$ cat config.mk
export PLATFORM = sky130hd
export DESIGN_NAME = clock_divider_doze_control
export DESIGN_NICKNAME = d
export VERILOG_FILES = /design/src/clock_divider_control_pkg.sv /design/src/tick_div_if.sv /design/src/pow2_tick_div.sv /design/src/osc_tick_select.sv /design/src/clock_divider_doze_control.sv
export VERILOG_INCLUDE_DIRS = /design/src /design/src/src
export SDC_FILE = /design/constraint.sdc
export NUM_CORES = 1
export LEC_CHECK = 0
export BUFFER_PORTS_ARGS = -buffer_cell sky130_fd_sc_hd__buf_2
export CAP_MARGIN = 10
export CORE_MARGIN = 1.5
export CORE_UTILIZATION = 49
export CTS_CLUSTER_SIZE = 10
export DETAILED_ROUTE_END_ITERATION = 10
export HOLD_SLACK_MARGIN = 0.02
export PLACE_DENSITY = 0.75
export SETUP_SLACK_MARGIN = 0.4
export SLEW_MARGIN = 40
export SYNTH_ARGS = -nofsm -noshare
export SYNTH_HDL_FRONTEND = slang
export SYNTH_SLANG_ARGS = --single-unit
$ cat constraint.sdc
create_clock -name clk -period 2.6 [get_ports clk]
set_clock_uncertainty 0.2 [all_clocks]
set_input_delay 0.13 -clock clk [delete_from_list [all_inputs] [get_ports clk]]
set_output_delay 0.13 -clock clk [all_outputs]
set_load 0.05 [all_outputs]
$ cat src/clock_divider_control_defines.svh
`ifndef DIVCTL_DEFINES_SVH
`define DIVCTL_DEFINES_SVH

// ============================================================
// Register bus geometry
`define CDC_ADDR_W          4
`define CDC_DATA_W          16

// ============================================================
// Register offsets
`define CDC_CTRL_OFS        4'h0
`define CDC_STAT_OFS        4'h4

// ============================================================
// Control register field positions
`define CDC_RECOVER_BIT     15
`define CDC_DOZE_LSB        12
`define CDC_SLOWEN_BIT      11
`define CDC_PSC_LSB         8

// ============================================================
// Status register field positions
`define CDS_ACTIVE_BIT      0
`define CDS_RATIO_LSB       1
`define CDS_OSC_LSB         4
`define CDS_PSC_ON_BIT      7
`define CDS_RECOV_BIT       8

// ============================================================
// Reset values
`define CDC_RECOVER_RST     1'h0
`define CDC_DOZE_RST        3'h3
`define CDC_SLOWEN_RST      1'h0
`define CDC_PSC_RST         3'h1

// ============================================================
// Oscillator selections that route through the postscaler
`define OSC_SEL_FAST_RC     3'h7
`define OSC_SEL_SLOW_RC     3'h6

`endif

$ cat src/clock_divider_control_pkg.sv
package divctl_pkg;

    // ============================================================
    // Shared types
    typedef logic [2:0] ratio_t;        // Power-of-two exponent

    // Writable fields of the control register
    typedef struct packed {
        logic   recover;                // Recover on interrupt
        ratio_t doze_ratio;             // CPU slowdown exponent
        logic   slow_en;                // Slowdown enable
        ratio_t postscale;              // Postscaler exponent
    } ctrl_fields_t;

    // Whole state of the top module
    typedef struct packed {
        ctrl_fields_t ctrl;             // Control register
        logic         recovered;        // Sticky: doze cancelled by irq
        logic [15:0]  rdata;            // Read data register
    } top_state_t;

    // Whole state of one tick divider
    typedef struct packed {
        logic [7:0] count;              // Source ticks since last wrap
    } div_state_t;

endpackage

$ cat src/tick_div_if.sv
`timescale 1ns/1ps

// ============================================================
// Carrier between control logic and one tick divider
interface tick_div_if;
    logic                  tick_in;    // Source clock enable
    divctl_pkg::ratio_t    ratio;      // Live divide exponent
    logic                  tick_out;   // Divided clock enable

    modport div_side  (input tick_in, input ratio, output tick_out);
    modport ctrl_side (output tick_in, output ratio, input tick_out);
endinterface

$ cat src/pow2_tick_div.sv
`timescale 1ns/1ps

// ============================================================
// Divide a tick stream by 2^ratio
module pow2_tick_div (
    input  wire logic       clk,
    input  wire logic       reset,
    tick_div_if.div_side    link
);

    divctl_pkg::div_state_t s_q;        // Registered state
    divctl_pkg::div_state_t s_d;        // Next state
    logic [7:0]             mask;       // Last count of a period
    logic                   wrap;       // Period ends on this tick

    // Ratio read live; compare with >= so a shrink below the count ends the
    // running period on the next source tick, never mid-tick
    assign mask = 8'((9'h001 << link.ratio) - 9'h001);
    assign wrap = (s_q.count >= mask);

    // One-cycle enable, aligned with the source tick
    assign link.tick_out = link.tick_in && wrap;

    // ============================================================
    // Next-state logic
    always_comb begin
        s_d = s_q;
        if (link.tick_in) begin
            // Restart on wrap, else count source ticks
            if (wrap) begin
                s_d.count = 8'h00;
            end else begin
                s_d.count = s_q.count + 8'h01;
            end
        end
    end

    // ============================================================
    // State register
    always_ff @(posedge clk) begin
        if (reset) begin
            s_q <= '0;
        end else begin
            s_q <= s_d;
        end
    end

endmodule // pow2_tick_div

$ cat src/osc_tick_select.sv
`timescale 1ns/1ps
`include "clock_divider_control_defines.svh"

// ============================================================
// Pick the source tick by oscillator selection
module osc_tick_select (
    input  wire logic [2:0] current_oscillator_select,
    input  wire logic       fast_rc_tick,
    input  wire logic       slow_rc_tick,
    input  wire logic       primary_tick,
    output logic            src_tick,
    output logic            postscale_on
);

    // ============================================================
    // Source mux; only the two RC sources see the postscaler
    always_comb begin
        if (current_oscillator_select == `OSC_SEL_FAST_RC) begin
            src_tick     = fast_rc_tick;
            postscale_on = 1'b1;
        end else if (current_oscillator_select == `OSC_SEL_SLOW_RC) begin
            src_tick     = slow_rc_tick;
            postscale_on = 1'b1;
        end else begin
            // Other oscillators bypass the postscaler
            src_tick     = primary_tick;
            postscale_on = 1'b0;
        end
    end

endmodule // osc_tick_select

$ cat src/clock_divider_doze_control.sv
`timescale 1ns/1ps
`include "clock_divider_control_defines.svh"


// ============================================================
// Clock divider and CPU slowdown control
module clock_divider_doze_control (
    input  wire logic                      clk,
    input  wire logic                      reset,
    // Register port
    input  wire logic [`CDC_ADDR_W-1:0]    reg_addr,
    input  wire logic [`CDC_DATA_W-1:0]    reg_wdata,
    input  wire logic                      reg_wr,
    input  wire logic                      reg_rd,
    output logic      [`CDC_DATA_W-1:0]    reg_rdata,
    // Oscillator side
    input  wire logic [2:0]                current_oscillator_select,
    input  wire logic                      fast_rc_tick,
    input  wire logic                      slow_rc_tick,
    input  wire logic                      primary_tick,
    // Interrupt request from the controller
    input  wire logic                      irq_request,
    // Clock enables and slowdown status
    output logic                           periph_clk_en,
    output logic                           cpu_clk_en,
    output logic                           doze_active
);

    // ============================================================
    // State
    divctl_pkg::top_state_t  s_q;          // Registered state
    divctl_pkg::top_state_t  s_d;          // Next state

    // ============================================================
    // Internal nets
    logic                    src_tick;     // Selected source tick
    logic                    postscale_on; // Source uses postscaler
    divctl_pkg::ratio_t      cpu_ratio;    // Effective slowdown
    logic                    irq_recover;  // Interrupt cancels doze
    logic                    ctrl_hit;     // Address is control
    logic                    stat_hit;     // Address is status
    logic [`CDC_DATA_W-1:0]  ctrl_word;    // Control readback
    logic [`CDC_DATA_W-1:0]  stat_word;    // Status readback

    tick_div_if psc_link ();               // Postscaler carrier
    tick_div_if doze_link ();              // Slowdown carrier

    // ============================================================
    // Source selection
    osc_tick_select u_sel (
        .current_oscillator_select (current_oscillator_select),
        .fast_rc_tick              (fast_rc_tick),
        .slow_rc_tick              (slow_rc_tick),
        .primary_tick              (primary_tick),
        .src_tick                  (src_tick),
        .postscale_on              (postscale_on)
    );

    // ============================================================
    // Postscaler: divide the RC source by 2^fast_rc_postscale
    // Bypass sources see ratio zero, so ticks pass unchanged
    assign psc_link.tick_in = src_tick;
    assign psc_link.ratio   = postscale_on ? s_q.ctrl.postscale : 3'h0;

    pow2_tick_div u_psc (
        .clk   (clk),
        .reset (reset),
        .link  (psc_link)
    );

    // Peripheral clock is the postscaler output
    assign periph_clk_en = psc_link.tick_out;

    // ============================================================
    // Slowdown: CPU gets one of every 2^N peripheral ticks
    // Both enables come from the same source tick, so the CPU
    // edge always coincides with a peripheral edge
    assign cpu_ratio = s_q.ctrl.slow_en ? s_q.ctrl.doze_ratio : 3'h0;

    assign doze_link.tick_in = psc_link.tick_out;
    assign doze_link.ratio   = cpu_ratio;

    pow2_tick_div u_doze (
        .clk   (clk),
        .reset (reset),
        .link  (doze_link)
    );

    // CPU clock enable
    assign cpu_clk_en = doze_link.tick_out;

    // ============================================================
    // Address decode
    assign ctrl_hit = (reg_addr == `CDC_CTRL_OFS);
    assign stat_hit = (reg_addr == `CDC_STAT_OFS);

    // Recovery only when the option is set
    assign irq_recover = irq_request && s_q.ctrl.recover;

    // ============================================================
    // Readback words; bits 7..0 of control read zero
    always_comb begin
        ctrl_word                    = '0;
        ctrl_word[`CDC_RECOVER_BIT]  = s_q.ctrl.recover;
        ctrl_word[`CDC_DOZE_LSB+:3]  = s_q.ctrl.doze_ratio;
        ctrl_word[`CDC_SLOWEN_BIT]   = s_q.ctrl.slow_en;
        ctrl_word[`CDC_PSC_LSB+:3]   = s_q.ctrl.postscale;
    end

    // Status shows what the dividers really apply
    always_comb begin
        stat_word                    = '0;
        stat_word[`CDS_ACTIVE_BIT]   = (cpu_ratio != 3'h0);
        stat_word[`CDS_RATIO_LSB+:3] = cpu_ratio;
        stat_word[`CDS_OSC_LSB+:3]   = current_oscillator_select;
        stat_word[`CDS_PSC_ON_BIT]   = postscale_on;
        stat_word[`CDS_RECOV_BIT]    = s_q.recovered;
    end

    // ============================================================
    // Next-state logic
    always_comb begin
        s_d = s_q;

        // Software write to the control register
        if (reg_wr && ctrl_hit) begin
            s_d.ctrl.recover    = reg_wdata[`CDC_RECOVER_BIT];
            s_d.ctrl.doze_ratio = reg_wdata[`CDC_DOZE_LSB+:3];
            s_d.ctrl.slow_en    = reg_wdata[`CDC_SLOWEN_BIT];
            s_d.ctrl.postscale  = reg_wdata[`CDC_PSC_LSB+:3];
        end

        // Write one clears the sticky recovery flag
        if (reg_wr && stat_hit && reg_wdata[`CDS_RECOV_BIT]) begin
            s_d.recovered = 1'b0;
        end

        // Interrupt recovery beats a same-cycle software set;
        // the ratio field itself is kept for the next doze
        if (irq_recover) begin
            s_d.ctrl.slow_en = 1'b0;
            // Flag set wins over a same-cycle clear
            if (s_q.ctrl.slow_en) begin
                s_d.recovered = 1'b1;
            end
        end

        // Read data stand only in the cycle after the strobe
        if (reg_rd) begin
            if (ctrl_hit) begin
                s_d.rdata = ctrl_word;
            end else if (stat_hit) begin
                s_d.rdata = stat_word;
            end else begin
                // Unmapped address reads zero
                s_d.rdata = '0;
            end
        end else begin
            s_d.rdata = '0;
        end
    end

    // ============================================================
    // State register
    always_ff @(posedge clk) begin
        if (reset) begin
            s_q.ctrl.recover    <= `CDC_RECOVER_RST;
            s_q.ctrl.doze_ratio <= `CDC_DOZE_RST;
            s_q.ctrl.slow_en    <= `CDC_SLOWEN_RST;
            s_q.ctrl.postscale  <= `CDC_PSC_RST;
            s_q.recovered       <= 1'b0;
            s_q.rdata           <= '0;
        end else begin
            s_q <= s_d;
        end
    end

    // ============================================================
    // Registered outputs
    assign reg_rdata   = s_q.rdata;
    assign doze_active = s_q.ctrl.slow_en;

endmodule // clock_divider_doze_control

==> impl_metrics.ini, run 1 <==
[synthesis]
ys_ff_latch = 41
synthTopCellsByArea = dfxtp_1 34%, ha_1 10%, buf_4 5.6%
synthArstFlopShare = 0
synthFlopType = dfxtp_1
synthTopCellsByCount = 41 x dfxtp_1, 25 x nor2_1, 20 x ha_1
synth_area_um2 = 2425
netlist_instances = 275
synth-edff-count = 0
synth_top_cell_by_area = dfxtp_1
ys_warn_count = 0
syn_avg_cell_area_um2 = 8.818
netlist.area_leader.share = 0.3385
synth.most_common_cell = dfxtp_1
yosys.cell_types.count = 50
yosysSeqAreaShare = 0.3385

[global_routing]
grt_antenna_before_repair = 0
grt_overflow = 0
grt_pass1_vias = 2132
grt_use_total = 0.2314
grt_pass1_wl_um = 9563
grt_max_degree = 32

[placed_design]
dp.cells = 382
gp_congestion = 0.8117
place_hpwl_um = 3832
port_buffers = 41
dpl-instance-area_um2 = 2781

[drt]
first_iter_violations = 118
detail_route.wirelength_um = 6303
post_drt_wl_per_cell_um = 15.04
drt_pass1_iterations = 4
vias = 2254
vias_per_cell = 5.379
drc = 0
ant_nets = 0

[layout]
syn2layout_area_growth_pct = 37.20
num_antenna_cells = 0
drive_gt1_frac = 0.3722
fin_util = 0.6997
layout.cells.non_filler = 419
nFillCells = 347
layout.nets = 402
fin_area_um2 = 3327

[worst_setup_path]
criticalPathCategory = flip-flop to primary output
crit_arrival_ns = 2.66
crit_fanout = 4
worst_path_max_delay_cell = o31a_1
cp_cell_sequence = nor2_2 -> nand3_1 -> ha_4 -> nor3_4 -> a21oi_2 -> o21a_1 -> ha_4 -> nand4_1 -> o31a_1 -> nor3_4 -> buf_6
critPathTopFamily = compound AO/OA/AOI/OAI gates
critPathBufInv = 1
start_kind = flip-flop
critical_path_required_ns = 2.27
crit_path_end_kind = primary output
slowest_delay_ns = 0.43

[die]
initial_core_util = 0.5100
die_y_um = 73.35
dieWidth_um = 73.35
rows = 25
coreArea_um2 = 4755
io_pins = 50
dieArea_um2 = 5379

[outcome]
status = finished with violations
violations = negative setup slack

[sta]
setup_viol = 18
worstMarginPinSlew_ns = 0.5832
period_share = 1.148
fmax_ghz = 0.3350
layout_setup_ws_ns = -0.3852
slew_headroom = 0.6112
rsz0062_at_grt = yes
min_period_ns = 2.985
finalHoldViolations = 0
maxSlewViolCount = 0

[power_and_ir_drop]
leakagePower_nw = 1.399
p_per_area_nw_per_um2 = 434.1
ir_drop_mv = 0.2402

[run]
cap_violations = 0

[clocking]
cts-buffers-inserted = 5
clock-root-buffer = clkbuf_8
cts_tree = done
htreeDepth = 2
clk_latency_ns = 0.30
path_clk_slew_ns = 0.08
clockBufferDepth = 2
clkSinkCount = 41

[hold_path]
hold_path_class = input pin to flip-flop
report_power, final:
part | total [W] | switching, W | internal (W)
sequential | 0.000640 | 0.00000818 | 0.000631
combinational | 0.000294 | 0.000143 | 0.000151
clock | 0.000511 | 0.000237 | 0.000274
total | 0.00144 | 0.000388 | 0.00106
flip-flops by register name, indices dropped and copies added, names as in the netlist:
signal,count
u_doze.s_q,8
doze_active,1
s_q,1
reg_rdata,16
ctrl_word,7
u_psc.s_q,8
final cells by class:
type | count | area (um2) | share of cell area
clock buffer | 7 | 107.6 | 0.03234
multi-input combinational | 196 | 1521 | 0.4573
inverter | 8 | 30.03 | 0.009026
timing repair buffer | 99 | 739.5 | 0.2223
clock inverter | 1 | 7.507 | 0.002256
tap | 67 | 83.83 | 0.02520
sequential | 41 | 837.1 | 0.2516
what timing repair did:
action	in CTS	in global routing
cloned	1	0
hold endpoints to repair	13	0
gates resized for setup	21	15
pin swaps	14	9
hold buffers	17	0
setup endpoints to repair	18	19
setup buffers	8	3
worst reg2reg max path, stage by stage (launching register included):
cell	delay [ns]
dfxtp_4	0.37
nor2_2	0.13
nand3_1	0.13
ha_4	0.22
nor3_4	0.13
a21oi_2	0.06
o21a_1	0.19
ha_4	0.27
nand4_1	0.10
o31a_1	0.43
buf_4	0.19
buf_4	0.14
a211oi_2	0.16
o32ai_1	0.10
kinds of logic (layout without fill, tap and decap cells):
logic type | after synthesis | after routing | synth area share
buffers and inverters | 39 | 115 | 0.1120
DFF | 41 | 41 | 0.3385
adders and majority gates | 20 | 20 | 0.1032
xor gates and xnor gates | 3 | 3 | 0.01084
AOI/OAI and AO/OA | 56 | 56 | 0.1693
muxes | 7 | 7 | 0.02890
other | 1 | 2 | 0.001547
and+or+nand+nor | 108 | 108 | 0.2358
metal layers:
metal / up-vias / share of wire / track usage / wire (um)
li1: 1123 / - / - / -
met1: 1058 / 0.44 / 0.2938 / 2765
met2: 65 / 0.50 / 0.3818 / 3126
met3: 8 / 0.051 / 0.05350 / 320
met4: 0 / 0.014 / 0.08642 / 90
met5: - / 0 / 0 / 0
layout by cell type (no fill, tap or decap), drive strengths merged, types with 3 or more instances in the layout:
cell         Yosys  final
a211o            3      3
a21oi           11     11
a22o             4      4
a31oi            6      6
and2             8      8
and3             4      4
buf             20     82
clkbuf          10      7
dfxtp           41     41
dlygate4sd3      0     17
ha              20     20
inv              8      8
mux2i            7      7
nand2           17     17
nand2b           3      3
nand3           13     13
nand4            9      9
nor2            25     25
nor2b            8      8
nor3             7      7
o21a             4      4
o21ai            8      8
o31ai            6      6
or3              3      3
stage by stage:
stage | setup TNS [ns] | hold slack, ns | setup slack (ns) | total power (W)
6_report | -4.768 | 0.09857 | -0.3852 | 0.001444
5_1_grt | -6.770 | 0.1161 | -0.4821 | 0.001506
4_1_cts | -3.473 | 0.06701 | -0.3358 | 0.001437
3_5_place_dp | -3.561 | 0.1359 | -0.3130 | 0.0008784
3_3_place_gp | -2.653 | 0.1443 | -0.2651 | 0.0008738
2_1_floorplan | -2.679 | 0.02189 | -0.4510 | 0.0008105
final timing paths:
path | from | endpoint | slack, ns | cells past startpoint
max | ctrl_word[9]$_SDFFE_PP0P_ | cpu_clk_en | -0.39 | 11
min | reg_addr[2] | reg_rdata[10]$_SDFF_PP0_ | 0.1 | 3
max reg2reg | ctrl_word[9]$_SDFFE_PP0P_ | u_doze.s_q[7]$_SDFFE_PP0P_ | -0.35 | 13
min reg2reg | u_psc.s_q[0]$_SDFFE_PP0P_ | u_psc.s_q[0]$_SDFFE_PP0P_ | 0.30 | 2
Note: power is estimated with default switching activity, not from simulation.
==> inputs of run 2 (changes only) <==
--- a/config.mk
+++ b/config.mk
@@ -12,10 +12,9 @@
 export CORE_UTILIZATION = 49
 export CTS_CLUSTER_SIZE = 10
 export DETAILED_ROUTE_END_ITERATION = 10
-export HOLD_SLACK_MARGIN = 0.02
-export PLACE_DENSITY = 0.75
+export PLACE_DENSITY = 0.85
 export SETUP_SLACK_MARGIN = 0.4
-export SLEW_MARGIN = 40
+export SLEW_MARGIN = 20
 export SYNTH_ARGS = -nofsm -noshare
 export SYNTH_HDL_FRONTEND = slang
 export SYNTH_SLANG_ARGS = --single-unit
==> run 2 against run 1 <==
- the run still ends with negative setup slack left
- core utilization about the same
- non-clock buffer count decreased by 6
- combinational power about the same
- largest cell class unchanged
==> impl_metrics.ini, run 2 (synthesis results as in run 1) <==
[worst_setup_path]
worst_path_max_delay_cell = dfxtp_4
critPathBufInv = 2
crit_path_end_kind = primary output
slowest_delay_ns = 0.39
reg2regPathDepth = 14
critical_path_required_ns = 2.27
criticalPathCategory = flip-flop to primary output
crit_fanout = 4
reg2reg_slack_ns = -0.37
start_kind = flip-flop
cp_cell_sequence = nor3_4 -> nor2_2 -> ha_4 -> nor3_2 -> a21oi_2 -> o21a_1 -> ha_4 -> nand4_1 -> o31a_1 -> buf_6 -> nor2_4 -> buf_8
cpMostUsedCell = ha_4
crit_arrival_ns = 2.69
reg2reg_to = u_psc.s_q[3]$_SDFFE_PP0P_
r2r_start = ctrl_word[10]$_SDFFE_PP0P_
critPathTopFamily = simple AND/OR/NAND/NOR gates

[die]
initial_core_util = 0.5100
dieArea_um2 = 5379
rows = 25
io_pins = 50
coreArea_um2 = 4755
dieWidth_um = 73.35
die_y_um = 73.35

[power_and_ir_drop]
leakagePower_nw = 1.384
power_w = 0.001569
ir_drop_mv = 0.2899
p_per_area_nw_per_um2 = 471.8
clkPwrFrac = 0.405
combPwrFrac = 0.186
netSwitchingFraction = 0.2586
internal_power_w = 0.001163
power_frac_seq = 0.409
p_sw_w = 0.0004058

[layout]
layout_common_cells = 39 x buf_2, 36 x dfxtp_1, 31 x buf_4, 21 x nor2_1
fin_area_um2 = 3326
syn2layout_area_growth_pct = 37.15
layout.nets = 396
num_antenna_cells = 0
mostFrequentLayoutCell = buf_2
layout.cells.non_filler = 413
largest_reg_flops = 16
drive_gt1_frac = 0.3757

[clocking]
clock-root-buffer = clkbuf_8
cts-buffers-inserted = 5
cts_tree = done
path_clk_slew_ns = 0.09
clk_latency_ns = 0.31
htreeDepth = 2
clockBufferDepth = 2
clkSinkCount = 41

[hold_path]
hold_path_class = input pin to flip-flop
worstHoldEndpoint = s_q[16]$_SDFF_PP0_
hold_depth = 5
min_from = reg_addr[0]

[placed_design]
dp_slack_ns = -0.3055
dp.cells = 383
gp_congestion = 0.7933
dpl-instance-area_um2 = 2789
port_buffers = 41
place_hpwl_um = 4024

[drt]
ant_nets = 0
detail_route.wirelength_um = 6969
vias_per_cell = 5.654
drt_pass1_iterations = 4
drc = 0
first_iter_violations = 124
vias = 2335
post_drt_wl_per_cell_um = 16.87

[global_routing]
grt_max_degree = 32
grt_pass1_vias = 2377
grt_use_total = 0.2655
grt_antenna_before_repair = 0
grt_pass1_wl_um = 10900
grt_overflow = 0

[sta]
rsz0062_at_grt = yes
period_share = 1.162
fmax_ghz = 0.3310
finalHoldViolations = 0
setup_viol = 18
slew_headroom = 0.6020
maxSlewViolCount = 0
min_period_ns = 3.021
worstMarginPinSlew_ns = 0.5970
layout_setup_ws_ns = -0.4214
hold_ws_ns = 0.05871

[outcome]
violations = negative setup slack
status = finished with violations

[run]
cap_violations = 0
## run 2: worst max-delay path by stage
| stage | from | endpoint | slack (ns) | cells after the start |
|---|---|---|---|---|
| after floorplan | doze_active$_SDFFE_PP0P_ | cpu_clk_en | -0.45 | 13 |
| after global placement | ctrl_word[12]$_SDFFE_PP1P_ | cpu_clk_en | -0.25 | 10 |
| after detailed placement | ctrl_word[8]$_SDFFE_PP1P_ | u_doze.s_q[7]$_SDFFE_PP0P_ | -0.31 | 13 |
| after CTS | ctrl_word[10]$_SDFFE_PP0P_ | cpu_clk_en | -0.42 | 12 |
| after global routing | ctrl_word[10]$_SDFFE_PP0P_ | cpu_clk_en | -0.55 | 12 |
| final | ctrl_word[10]$_SDFFE_PP0P_ | periph_clk_en | -0.42 | 12 |
## run 2: area by class of cell
cell class | instances | area, um2
sequential | 41 | 834.6
fill | 323 | 1429
timing repair buffer | 93 | 679.4
tap | 67 | 83.83
multi-input combinational | 196 | 1560
inverter | 8 | 30.03
clock inverter | 3 | 68.82
clock buffer | 5 | 68.82
## run 2: power groups by stage
stage / clock (W) / sequential (W) / combinational, W
floorplan: 0 / 0.000655 / 0.000156
global placement: 0 / 0.000656 / 0.000218
detailed placement: 0 / 0.000656 / 0.000224
CTS: 0.000638 / 0.000641 / 0.000273
global route: 0.000663 / 0.000642 / 0.000312
finish: 0.000636 / 0.000641 / 0.000292
## run 2: worst reg2reg max path: stages (launching register included)
cell and delay [ns]:
dfxtp_4 0.39, nor3_4 0.19, nor2_2 0.08, ha_4 0.18, nor3_2 0.18, a21oi_2 0.05
o21a_1 0.19, ha_4 0.27, nand4_1 0.11, buf_4 0.16, buf_6 0.11, o31ai_4 0.27
buf_12 0.17, nor3_2 0.06, a22o_1 0.24
## run 2: timing repair
item / 4_1_cts / 5_1_grt
resized for setup: 30 / 11
buffers inserted: 6 / 0
pin swaps: 11 / 5
endpoints found under the hold margin: 13 / 0
setup endpoints to repair: 18 / 19
hold buffers: 16 / 0
## run 2: through the flow
step	utilization	setup TNS [ns]
floorplan	-	-2.679
global placement	0.5866	-2.378
detailed placement	0.5866	-4.349
CTS	0.6871	-4.686
global route	0.6995	-7.691
finish	0.6995	-5.454
## run 2: metal layers
layer | GRT usage | routed length (um)
met5 | 0 | 0
met4 | 0.1420 | 263
met3 | 0.06173 | 327
met2 | 0.4879 | 3537
met1 | 0.2780 | 2841
